### src/logic/mit_map.vh
// constants for the macro instruction transform block: apb offsets, field
// positions, command codes and reset values.
// assumes inclusion by bare name from the design files under logic/.
`ifndef MIT_MAP_VH
`define MIT_MAP_VH

// ==========================================================
// apb register byte offsets
`define MIT_OFS_CTRL      8'h00
`define MIT_OFS_STATUS    8'h04
`define MIT_OFS_HOLD      8'h08
`define MIT_OFS_ENC       8'h0c

// ==========================================================
// control register fields and reset value
`define MIT_CTRL_EN_BIT   0
`define MIT_CTRL_PAGE_LSB 8
`define MIT_CTRL_PAGE_MSB 15
`define MIT_CTRL_RESET    32'h0000_0001

// ==========================================================
// encode register: xor mask applied to the encoded upper micro word
`define MIT_ENC_RESET     16'h0000

// ==========================================================
// double-prime command field codes (5 bits)
`define MIT_CMD_NOP       5'h00
`define MIT_CMD_TMA       5'h01
`define MIT_CMD_TK        5'h02
`define MIT_CMD_TN        5'h03
`define MIT_CMD_TMAK      5'h04
`define MIT_CMD_GTMAK_J   5'h05
`define MIT_CMD_GTMAK_XT  5'h06

// ==========================================================
// fixed selector positions
`define MIT_KN_XT_POS     3'h7
`define MIT_ST_REF_POS    4'hb
`define MIT_PROT_POS      4'hf

`endif

### src/logic/mit_hold_regs.v
// capture registers for the macro instruction and its delta field.
// assumes macro-memory read data is valid in the cycle of the capture strobe.
`timescale 1ns/10ps

module mit_hold_regs #(
   parameter IW = 16,
   parameter DW = 8
) (
   input  wire          pclk,
   input  wire          presetn,
   input  wire          cap_instr,
   input  wire          cap_delta,
   input  wire [IW-1:0] rd_data,
   output reg  [IW-1:0] instr_hold_reg_q,
   output reg  [DW-1:0] delta_hold_reg_q
);

   // ==========================================================
   // hold registers
   // both load straight from macro memory; delta takes the low byte only
   always @(posedge pclk or negedge presetn) begin
      if (!presetn) begin
         instr_hold_reg_q <= {IW{1'b0}};
         delta_hold_reg_q <= {DW{1'b0}};
      end else begin
         if (cap_instr) begin
            instr_hold_reg_q <= rd_data;
         end
         if (cap_delta) begin
            delta_hold_reg_q <= rd_data[DW-1:0];
         end
      end
   end

endmodule // mit_hold_regs

### src/logic/mit_transform.v
// macro instruction transform unit: decodes transform commands of the
// double-prime field, forms next micro address, loads k and n, encodes mir.
// assumes the microsequencer, mir and macro memory run on pclk and present
// one microinstruction per cycle in which cmd_valid is high.
// How it works
// RULE1: address transforms take the position from mir bits 28..31.
// RULE2: k and n transforms take the position from mir bits 29..31.
// RULE3: commands are recognised only from the double-prime command field.
// RULE4: address transform yields next micro pair address from selector.
// RULE5: k transform loads k from the k/n selector.
// RULE6: n transform loads n from the k/n selector.
// RULE7: combined command does address and k load with one position.
// RULE8: gated combined command captures read data, then combined transform.
// RULE9: gated decoded command captures read data into both hold registers.
// RULE10: decoded command picks address position 8..15 from the macro instruction.
// RULE11: decoded command always loads k from k/n position 7.
// RULE12: decoded command loads upper 16 mir bits with encoded micro command.
// RULE13: lower 16 mir bits still load normally from micro memory.
// RULE14: microprogram issues gated commands right after a macro read.
// RULE15: instruction hold register is 16 bits, loaded from macro read data.
// RULE16: delta hold register is 8 bits, the low byte of the word.
// RULE17: address selector is 8 bits wide with sixteen positions in page.
// RULE18: k/n selector is 8 bits wide with eight positions.
// RULE19: every transform completes within its single microinstruction cycle.
`timescale 1ns/10ps
`include "mit_map.vh"

module mit_transform #(
   parameter IW = 16,
   parameter DW = 8,
   parameter AW = 8
) (
   input  wire          pclk,
   input  wire          presetn,
   // apb slave
   input  wire          psel,
   input  wire          penable,
   input  wire          pwrite,
   input  wire [7:0]    paddr,
   input  wire [31:0]   pwdata,
   output wire          pready,
   output wire          pslverr,
   output reg  [31:0]   prdata,
   // microsequencer side
   input  wire          cmd_valid,
   input  wire [4:0]    cmd_dprime,
   input  wire [3:0]    mir_low_bits,
   input  wire [7:0]    s2_low,
   input  wire          int_req,
   input  wire          prot_viol,
   input  wire          indirect_mode,
   // macro memory read path
   input  wire [IW-1:0] macro_rd_data,
   // results to the processor
   output reg  [AW-1:0] next_addr_q,
   output reg  [7:0]    next_page_q,
   output reg           next_addr_load_q,
   output reg  [7:0]    k_value_q,
   output reg           k_load_q,
   output reg  [7:0]    n_value_q,
   output reg           n_load_q,
   output reg  [15:0]   mir_upper_q,
   output reg           mir_upper_load_q
);

   // ==========================================================
   // declarations
   reg  [31:0]   ctrl_q;
   reg  [15:0]   enc_mask_q;
   reg  [7:0]    cmd_count_q;
   wire          en;
   wire          c_tma;
   wire          c_tk;
   wire          c_tn;
   wire          c_tmak;
   wire          c_gj;
   wire          c_gxt;
   wire          do_addr;
   wire          do_k;
   wire          do_n;
   wire          cap_instr;
   wire          cap_delta;
   wire [IW-1:0] ixt_q;
   wire [DW-1:0] dlt_q;
   wire [IW-1:0] ixt_now;
   wire [DW-1:0] dlt_now;
   wire [3:0]    addr_pos;
   wire [2:0]    kn_pos;
   wire [7:0]    kn_sel;
   wire          apb_wr;
   wire          hit;

   // ==========================================================
   // functions
   // address selector, bit 0 of the printed pattern is our msb
   function [7:0] addr_sel;
      input [3:0]    pos;
      input [IW-1:0] ix;
      input [DW-1:0] dl;
      input [7:0]    s2;
      input          irq;
      input          pv;
      input          ind;
      reg            dz;
      reg            fz;
      reg            bc;
      begin
         dz = (dl == 8'h00);
         fz = (ix[15:12] == 4'h0);
         bc = (ix[11:10] == 2'b00) | ind;
         case (pos)
            4'h0: addr_sel = {7'b1111110, irq};
            4'h1: addr_sel = {5'b10111, dl[4:3], 1'b0};
            4'h2: addr_sel = {5'b11011, dl[2:0]};
            4'h3: addr_sel = {5'b00111, dl[2:0]};
            4'h4: addr_sel = {3'b111, dl[4:0]};
            4'h5: addr_sel = 8'h00;
            4'h6: addr_sel = {4'b1101, dl[7:4]};
            4'h7: addr_sel = s2;
            4'h8: addr_sel = {3'b110, dl[7:4], 1'b0};
            4'h9: addr_sel = {5'b10110, dl[7:5]};
            4'ha: addr_sel = {4'b1110, ix[3:0]};
            4'hb: addr_sel = {3'b100, ix[15:12], 1'b0};
            4'hc: addr_sel = {4'b1111, dl[7:4]};
            4'hd: addr_sel = {2'b01, fz, ix[11:8], dz};
            4'he: addr_sel = {5'b10100, bc, ix[9:8]};
            default: addr_sel = {6'b101110, pv, dz | pv};
         endcase
      end
   endfunction

   // k/n selector, eight positions
   function [7:0] kn_mux;
      input [2:0]    pos;
      input [IW-1:0] ix;
      input [DW-1:0] dl;
      input [7:0]    s2;
      begin
         case (pos)
            3'h0: kn_mux = dl;
            3'h1: kn_mux = ix[7:0];
            3'h2: kn_mux = ix[15:8];
            3'h3: kn_mux = {4'h0, ix[11:8]};
            3'h4: kn_mux = {4'h0, ix[3:0]};
            3'h5: kn_mux = {4'h0, dl[3:0]};
            3'h6: kn_mux = s2;
            default: kn_mux = {4'h0, ix[15:12]};
         endcase
      end
   endfunction

   // hardware decode of the macro instruction into an upper position
   function [3:0] xt_pos;
      input [IW-1:0] ix;
      input          pv;
      begin
         if (pv) begin
            xt_pos = `MIT_PROT_POS;
         end else if (ix[15:12] != 4'h0) begin
            xt_pos = `MIT_ST_REF_POS;
         end else begin
            xt_pos = {1'b1, ix[10:8]};
         end
      end
   endfunction

   // ==========================================================
   // command decode
   assign en     = ctrl_q[`MIT_CTRL_EN_BIT];
   // RULE3 double-prime field only
   assign c_tma  = en & cmd_valid & (cmd_dprime == `MIT_CMD_TMA);
   assign c_tk   = en & cmd_valid & (cmd_dprime == `MIT_CMD_TK);
   assign c_tn   = en & cmd_valid & (cmd_dprime == `MIT_CMD_TN);
   assign c_tmak = en & cmd_valid & (cmd_dprime == `MIT_CMD_TMAK);
   assign c_gj   = en & cmd_valid & (cmd_dprime == `MIT_CMD_GTMAK_J);
   assign c_gxt  = en & cmd_valid & (cmd_dprime == `MIT_CMD_GTMAK_XT);

   // RULE7 combined uses both paths
   assign do_addr = c_tma | c_tmak | c_gj | c_gxt;
   assign do_k    = c_tk | c_tmak | c_gj | c_gxt;
   assign do_n    = c_tn;

   // ==========================================================
   // capture of macro read data
   // RULE8 gated combined captures instruction
   // RULE9 decoded captures both
   // RULE14 data valid right after read
   assign cap_instr = c_gj | c_gxt;
   assign cap_delta = c_gxt;

   // RULE15 instruction hold
   // RULE16 delta hold
   mit_hold_regs #(
      .IW (IW),
      .DW (DW)
   ) u_hold (
      .pclk             (pclk),
      .presetn          (presetn),
      .cap_instr        (cap_instr),
      .cap_delta        (cap_delta),
      .rd_data          (macro_rd_data),
      .instr_hold_reg_q (ixt_q),
      .delta_hold_reg_q (dlt_q)
   );

   // RULE19 bypass so capture and transform share one cycle
   assign ixt_now = cap_instr ? macro_rd_data : ixt_q;
   assign dlt_now = cap_delta ? macro_rd_data[DW-1:0] : dlt_q;

   // ==========================================================
   // position selection
   // RULE1 four low mir bits
   // RULE10 decoded upper eight
   assign addr_pos = c_gxt ? xt_pos(ixt_now, prot_viol) : mir_low_bits;
   // RULE2 three low mir bits
   // RULE11 fixed position seven
   assign kn_pos   = c_gxt ? `MIT_KN_XT_POS : mir_low_bits[2:0];
   // RULE18 eight-way selector
   assign kn_sel   = kn_mux(kn_pos, ixt_now, dlt_now, s2_low);

   // ==========================================================
   // transform results, one-cycle load strobes
   always @(posedge pclk or negedge presetn) begin
      if (!presetn) begin
         next_addr_q      <= {AW{1'b0}};
         next_page_q      <= 8'h00;
         next_addr_load_q <= 1'b0;
         k_value_q        <= 8'h00;
         k_load_q         <= 1'b0;
         n_value_q        <= 8'h00;
         n_load_q         <= 1'b0;
         mir_upper_q      <= 16'h0000;
         mir_upper_load_q <= 1'b0;
      end else begin
         next_addr_load_q <= do_addr;
         k_load_q         <= do_k;
         n_load_q         <= do_n;
         mir_upper_load_q <= c_gxt;
         // RULE4 next pair address
         // RULE17 address within page
         if (do_addr) begin
            next_addr_q <= addr_sel(addr_pos, ixt_now, dlt_now, s2_low, int_req, prot_viol, indirect_mode);
            next_page_q <= ctrl_q[`MIT_CTRL_PAGE_MSB:`MIT_CTRL_PAGE_LSB];
         end
         // RULE5 k load
         if (do_k) begin
            k_value_q <= kn_sel;
         end
         // RULE6 n load
         if (do_n) begin
            n_value_q <= kn_sel;
         end
         // RULE12 encode upper half
         // RULE13 lower half untouched
         if (c_gxt) begin
            mir_upper_q <= {ixt_now[15:12], 4'h0, ixt_now[11:8], ixt_now[3:0]} ^ enc_mask_q;
         end
      end
   end

   // ==========================================================
   // apb slave: zero wait states, unmapped offsets answer with pslverr
   assign pready  = 1'b1;
   assign hit     = (paddr == `MIT_OFS_CTRL) | (paddr == `MIT_OFS_STATUS) |
                    (paddr == `MIT_OFS_HOLD) | (paddr == `MIT_OFS_ENC);
   assign pslverr = psel & penable & ~hit;
   assign apb_wr  = psel & penable & pwrite;

   // writable control and encode mask; count of accepted commands for status
   always @(posedge pclk or negedge presetn) begin
      if (!presetn) begin
         ctrl_q      <= `MIT_CTRL_RESET;
         enc_mask_q  <= `MIT_ENC_RESET;
         cmd_count_q <= 8'h00;
      end else begin
         if (apb_wr && paddr == `MIT_OFS_CTRL) begin
            ctrl_q <= {16'h0000, pwdata[15:8], 7'h00, pwdata[0]};
         end
         if (apb_wr && paddr == `MIT_OFS_ENC) begin
            enc_mask_q <= pwdata[15:0];
         end
         if (do_addr | do_k | do_n) begin
            cmd_count_q <= cmd_count_q + 8'h01; // wraps, diagnostic only
         end
      end
   end

   // read mux; unmapped and reserved bits read zero
   always @* begin
      case (paddr)
         `MIT_OFS_CTRL:   prdata = ctrl_q;
         `MIT_OFS_STATUS: prdata = {cmd_count_q, n_value_q, k_value_q, next_addr_q};
         `MIT_OFS_HOLD:   prdata = {8'h00, dlt_q, ixt_q};
         `MIT_OFS_ENC:    prdata = {16'h0000, enc_mask_q};
         default:         prdata = 32'h0000_0000;
      endcase
   end

endmodule // mit_transform

### config.mk
export PLATFORM = sky130hd
export DESIGN_NAME = mit_transform
export DESIGN_NICKNAME = d
export VERILOG_FILES = /design/src/logic/mit_hold_regs.v /design/src/logic/mit_transform.v
export VERILOG_INCLUDE_DIRS = /design/src /design/src/logic
export SDC_FILE = /design/constraint.sdc
export NUM_CORES = 1
export LEC_CHECK = 0
export ABC_CLOCK_PERIOD_IN_PS = 2700
export BUFFER_PORTS_ARGS = -buffer_cell sky130_fd_sc_hd__buf_2
export CAP_MARGIN = 20
export CORE_ASPECT_RATIO = 1.5
export CORE_MARGIN = 1
export CORE_UTILIZATION = 53
export DETAILED_ROUTE_END_ITERATION = 10
export PLACE_DENSITY_LB_ADDON = 0.05
export SLEW_MARGIN = 0
export SYNTH_ARGS = -nofsm -noshare
export SYNTH_HDL_FRONTEND = slang
export SYNTH_SLANG_ARGS = --single-unit
### constraint.sdc
create_clock -name pclk -period 2.7 [get_ports pclk]
set_input_delay 0.27 -clock pclk [delete_from_list [all_inputs] [get_ports pclk]]
set_output_delay 0.27 -clock pclk [all_outputs]
set_load 0.02 [all_outputs]
======== Word-level counts from Yosys, hierarchy flattened ========
Index checks and enable logic that the tools add are counted.
operators by class
  bitwise logic cells ..................... 26
  reduce and logical (&&, ||, !) cells .... 9
  add/subtract/negate cells ............... 1
  shifts and indexed selects .............. 0
  equality and inequality tests ........... 29
  div/mod/pow operators ................... 0
  multiply operators ...................... 0
  order comparisons ....................... 0
  mux-type cells .......................... 9
operators with widths
  cell                 number
  $pmux 32 s4          1
  $pmux 8 s15          1
  $pmux 8 s7           1
  $eq 4x4->1 const B   7
  $eq 4x3->1 const B   4
  $eq 8x4->1 const B   2
  $logic_not 8->1      2
  $mux 16              1
  $xor 16x16->16       1
  $eq 5x3->1 const B   3
  $or 1x1->1           14
  $and 1x1->1          10
  $eq 5x2->1 const B   2
  $eq 3x3->1 const B   3
  $add 8x1->8 const B  1
  $eq 4x2->1 const B   2
  $eq 8x3->1 const B   1
  $logic_not 4->1      2
  $mux 4               2
  $mux 8               1
  $eq 3x2->1 const B   2
  $mux 3               2
  $eq 5x1->1 const B   1
  $eq 4x1->1 const B   1
  other kinds (6)      7
word-level totals
  logic and storage cells ................. 88
  bits in read-only memories .............. 0
  bits in writable memories ............... 0
  register bits after elaboration ......... 109
  input port bits ......................... 82
  output and inout bits ................... 86
  bits in latches ......................... 0
  memories ................................ 0

======== Longest topological paths before layout ========
  depth after elaboration ................. 10
  depth in mapped cells ................... 11

======== Hierarchy ========
Synthesis repeated with hierarchy kept, for this count alone.
unflattened totals
  cells, all modules ...................... 632
  area total of the unflattened synthesis .. 6426.2 um2
modules (own cells, without submodules)
  module         area each (um2)  cells each  times used
  mit_transform  5481.5           581         1
  mit_hold_regs  944.7            51          1

======== Least setup slack after synthesis ========
No wires, ideal clock.
  path type ............................... flip-flop to flip-flop
  start ................................... register ctrl_q[0]
  end ..................................... register next_addr_q[5]
  stages on the path, launching flop included .. 10
  data arrival time ....................... 2.181 ns
  library setup time ...................... 0.133 ns
  path slack .............................. 0.385 ns
  cell sequence ........................... dfstp_2 > and4bb_1 > buf_2 > nand3_2 > mux2_2 > nor2_1 > a31oi_1 > a21oi_1 > a2111oi_0 > nor2_1
between the ends
  longest elaborated chain between the ends .. 10
  elaborated cells on any way between the ends .. 31
RTL lines
  item                                      line                                      RTL
  start, declared                           mit_transform.v:68                        reg [31:0] ctrl_q;
  start signal, assigned                    mit_transform.v:272                       ctrl_q <= `MIT_CTRL_RESET;
  start signal, assigned                    mit_transform.v:277                       ctrl_q <= {16'h0000, pwdata[15:8], 7'h00, pwdata[0]};
  $and 1x1->1 (*)                           n/a
  $and 1x1->1 (on tied branches)            mit_transform.v:175, mit_transform.v:176
  $or 1x1->1                                mit_transform.v:188                       assign cap_instr = c_gj | c_gxt;
  $mux 16                                   n/a
  $reduce_bool 4->1                         mit_transform.v:159                       end else if (ix[15:12] != 4'h0) begin
  $mux 3                                    mit_transform.v:159
  $mux 4                                    mit_transform.v:157                       if (pv) begin
  $mux 4                                    mit_transform.v:214                       assign addr_pos = c_gxt ? xt_pos(ixt_now, prot_viol) : mir_low_bits;
  $eq 4x4->1, or another cell as far along  mit_transform.v:111                       case (pos)
  $pmux 8 s15                               mit_transform.v:111
  end signal, assigned                      mit_transform.v:225                       next_addr_q <= {AW{1'b0}};
  end signal, assigned                      mit_transform.v:242                       next_addr_q <= addr_sel(addr_pos, ixt_now, dlt_now, s2_low, int_req, prot_viol, indirect_mode);
  end, declared                             mit_transform.v:55                        output reg [AW-1:0] next_addr_q,
Mark *: on every way between the ends. The rest lies on a longest branch, timed or not.
A chain may end at the register's enable or synchronous reset.

======== Final worst setup path ========
  start ................................... register u_hold.instr_hold_reg_q[14]
  end ..................................... register next_addr_q[3]
between the ends
  longest elaborated chain between the ends .. 7
  elaborated cells on any way between the ends .. 21
RTL lines
  item                                      line                 RTL
  start, declared                           mit_hold_regs.v:14   output reg [IW-1:0] instr_hold_reg_q,
  start signal, assigned                    mit_hold_regs.v:23   instr_hold_reg_q <= {IW{1'b0}};
  start signal, assigned                    mit_hold_regs.v:27   instr_hold_reg_q <= rd_data;
  $mux 16 (*)                               n/a
  $reduce_bool 4->1                         mit_transform.v:159
  $mux 3                                    mit_transform.v:159
  $mux 4                                    mit_transform.v:157
  $mux 4                                    mit_transform.v:214
  $eq 4x4->1, or another cell as far along  mit_transform.v:111
  $pmux 8 s15 (*)                           mit_transform.v:111
Marks and branches as above.

==> key figures <==
Status
  • Status: finished clean

Routing
  • WL/cell: 23.5 µm
  • Initial DRC Count: 490
  • # DRC: 0
  • Detailed Route WL: 22600 µm
  • Via-to-Cell Ratio: between 6 and 7
  • Post-route ant nets: 0
  • Initial DRT Pass Iterations: 5
  • DR vias: 6010

Die
  • Chip Height: 134 µm
  • DIE AREA: 12000 µm²
  • # rows: 47
  • Top Ports: roughly 170
  • Initial Utilization: 0.548
  • Die width: 89.8 µm
  • Core footprint: 11200 µm²

Logic synthesis
  • Post-synth top cells: dfrtp_1 (108), nand2_1 (95), nor2_1 (52)
  • Share of the synthesized area in the top cell type: 0.441
  • Unique masters post-synth: between 60 and 70
  • Most numerous cell in the Yosys netlist: dfrtp_1
  • Yosys warnings: 0
  • Synth area leader: dfrtp_1
  • Flops & latches, synth: 109
  • Syn Area/Cell: 9.71 µm²
  • Top cells by area, synth: dfrtp_1 (44%), mux2_2 (9.4%), nand2_1 (5.8%), mux4_2 (3.3%), nor2_1 (3.2%)
  • Ys flop type: dfrtp_1
  • Mapped Cells: 631
  • Post-synthesis instance area: 6130 µm²
  • Async SR Flop Fraction: 1.00
  • Post-synth EDFFs: 0
  • Net Count, Synth: 714
  • Seq/Total Area, Yosys: 0.445

Timing
  • Final setup viols: 0
  • Tmin final: 2.59 ns
  • Slew margin rel.: 0.515
  • Fin. Hold Viols: 0
  • Final Cycle Share: 0.961
  • Fmax: 385 MHz
  • Setup TNS: 0 ns
  • Final Max Slew Viols: 0
  • Layout Skew: 0.0109 ns
  • Worst slew pin tran: approximately 0.73 ns

Setup path
  • Worst Path Max Fanout: 6
  • Critical Path Start Type: flop
  • Data arrival, critical path: 2.88 ns
  • Critical Path Sink Type: flop
  • Crit path kind: reg2reg
  • Worst Path Required: around 3.0 ns

Worst hold path
  • Worst Hold Class: in2reg

CTS
  • TritonCTS Buffers: 9
  • Clock Latency Late Sink: 0.36 ns
  • H-tree Lvls: 3
  • Clk sinks: 109
  • Reg clk slew, reported paths: 0.08 ns
  • CTS Buffer Depth: 2
  • Clock Tree Root: clkbuf_16
  • CTS tree: built

Cells and area
  • Layout Cells excl Fill: 962
  • ANT cells: 0
  • Area grow syn2layout: 25.7%
  • Fin nets: 893
  • Share of cells above drive strength 1: 0.383
  • Layout Utilization: 0.689

Global route
  • Antenna violations before repair: 0
  • Overflow after GRT: 0
  • Maximum number of pins on one net before global-route repair: 58
  • Number of global-route vias before repair: 6088
  • First-pass GRT wire length: 34300 µm
  • Total GRT Usage: 0.384

Power
  • Max IR drop VDD: 0.298 mV
  • Pwr dens: approximately 450 nW/µm²
  • Leak: 4.04 nW

Placement
  • Port-buffer cells: 150
  • Placer Congestion: a little over 1
  • Final HPWL DP: 17500 µm
  • Placed Cells: 944

Flow run
  • MaxCap Viol Count: 0
==> cell usage in the layout, fill, tap and decap left out, types with 3 or more instances in the layout <==
| cell type | instances |
|---|---|
| buf_2 | 149 |
| mux4_2 | 9 |
| mux2i_2 | 3 |
| nor3_1 | 12 |
| mux2i_1 | 12 |
| xor2_1 | 10 |
| inv_1 | 18 |
| a31oi_1 | 5 |
| a211oi_1 | 8 |
| o221ai_1 | 4 |
| xnor2_1 | 10 |
| o21ai_1 | 5 |
| and3_1 | 13 |
| dfrtp_1 | 108 |
| nand4_1 | 6 |
| mux2_2 | 51 |
| a221oi_1 | 3 |
| nand3_1 | 13 |
| nor2_1 | 52 |
| o22ai_1 | 4 |
| nand2_1 | 95 |
| nor2b_1 | 4 |
| o21ai_0 | 27 |
| clkbuf_16 | 9 |
| buf_4 | 55 |
| nor4_1 | 6 |
| or3_1 | 3 |
| a22oi_1 | 21 |
| a21oi_1 | 24 |
| a32oi_1 | 3 |
| and2_1 | 9 |
| a41oi_1 | 3 |
| a211o_1 | 4 |
==> worst max-delay path, stage by stage, from the launching register on <==
cell and delay [ns]:
dfrtp_1 0.41, or4_1 0.55, a211oi_2 0.31, o21ai_2 0.12
nand2_1 0.24, nor2_1 0.11, buf_4 0.17, nor3_1 0.30
o31ai_2 0.15, a21oi_1 0.16
==> stage by stage <==
stage / worst slack [ns] / hold WS [ns] / total power [mW] / instance area, µm²
detailed placement: 0.00261 / 0.302 / 2.07 / 7320
floorplan: 0.385 / -0.0256 / 1.86 / 6130
finish: 0.105 / 0.136 / 3.45 / 7700
global placement: 0.0505 / 0.296 / 2.06 / 7320
CTS: 0.0346 / 0.136 / 3.44 / 7650
global route: -0.0502 / 0.141 / 3.54 / 7700
==> kinds of logic after synthesis <==
family,Yosys count,share of synthesized area
mux,75,0.153
flops,109,0.445
compound gates,131,0.144
xor+xnor,21,0.0312
simple gates,232,0.180
fa+ha+maj,2,0.00388
other cells,1,0.000612
buf+inv,60,0.0423
==> state kept, by name, indices dropped and copies added, names as in the netlist <==
name / count
mir_upper_q: 16
k_load_q: 1
enc_mask_q: 16
n_value_q: 8
k_value_q: 8
u_hold.instr_hold_reg_q: 16
next_addr_q: 8
next_page_q: 8
next_addr_load_q: 1
n_load_q: 1
mir_upper_load_q: 1
cmd_count_q: 8
ctrl_q: 9
u_hold.delta_hold_reg_q: 8
==> path summary, 6_finish.rpt <==
check	startpoint	to	slack [ns]	depth (start not counted)
setup reg to reg	u_hold.instr_hold_reg_q[14]	next_addr_q[3]	0.11	9
min in group asynchronous	presetn	cmd_count_q[3]	0.45	2
hold / removal	pwdata[2]	enc_mask_q[2]	0.14	2
hold reg to reg	mir_upper_q[10]	mir_upper_q[10]	0.47	2
max in group asynchronous	presetn	u_hold.delta_hold_reg_q[6]	1.52	3
setup / recovery	u_hold.instr_hold_reg_q[14]	next_addr_q[3]	0.11	9
==> final cells by class <==
| cell class | instances | area, µm² |
|---|---|---|
| Timing Repair Buffer | 208 | 1210 |
| Clock inverter | 7 | 87.6 |
| Tap cell | 147 | 184 |
| Clock buffer | 9 | 225 |
| Inverter | 20 | 75.1 |
| Fill cell | 902 | 3470 |
| Sequential cell | 109 | 2730 |
| Multi-Input combinational cell | 462 | 3190 |
==> power breakdown <==
group / switching (mW) / leakage, nW / internal [mW]
clock network: 0.730 / 0.149 / 0.673
logic: 0.247 / 2.38 / 0.142
registers: 0.0143 / 1.52 / 1.64
total: 0.992 / 4.04 / 2.46
==> layer usage <==
layer	track usage	vias up	share of wire	routed length, µm
met5	0	-	0	0
met3	0.0508	91	0.066	1490
met2	0.669	352	0.51	11500
met4	0.301	0	0.076	1720
li1	-	2617	-	-
met1	0.421	2950	0.35	7880
==> what timing repair did <==
| item | in CTS | in global routing |
|---|---|---|
| endpoints found under the setup margin | 2 | 19 |
| hold buffers | 1 | 0 |
| resized for setup | 2 | 13 |
| pin swaps | 0 | 1 |
| hold endpoints to repair | 37 | 0 |
| setup buffers | 0 | 1 |
No activity file was read; power rests on OpenSTA's default activity.
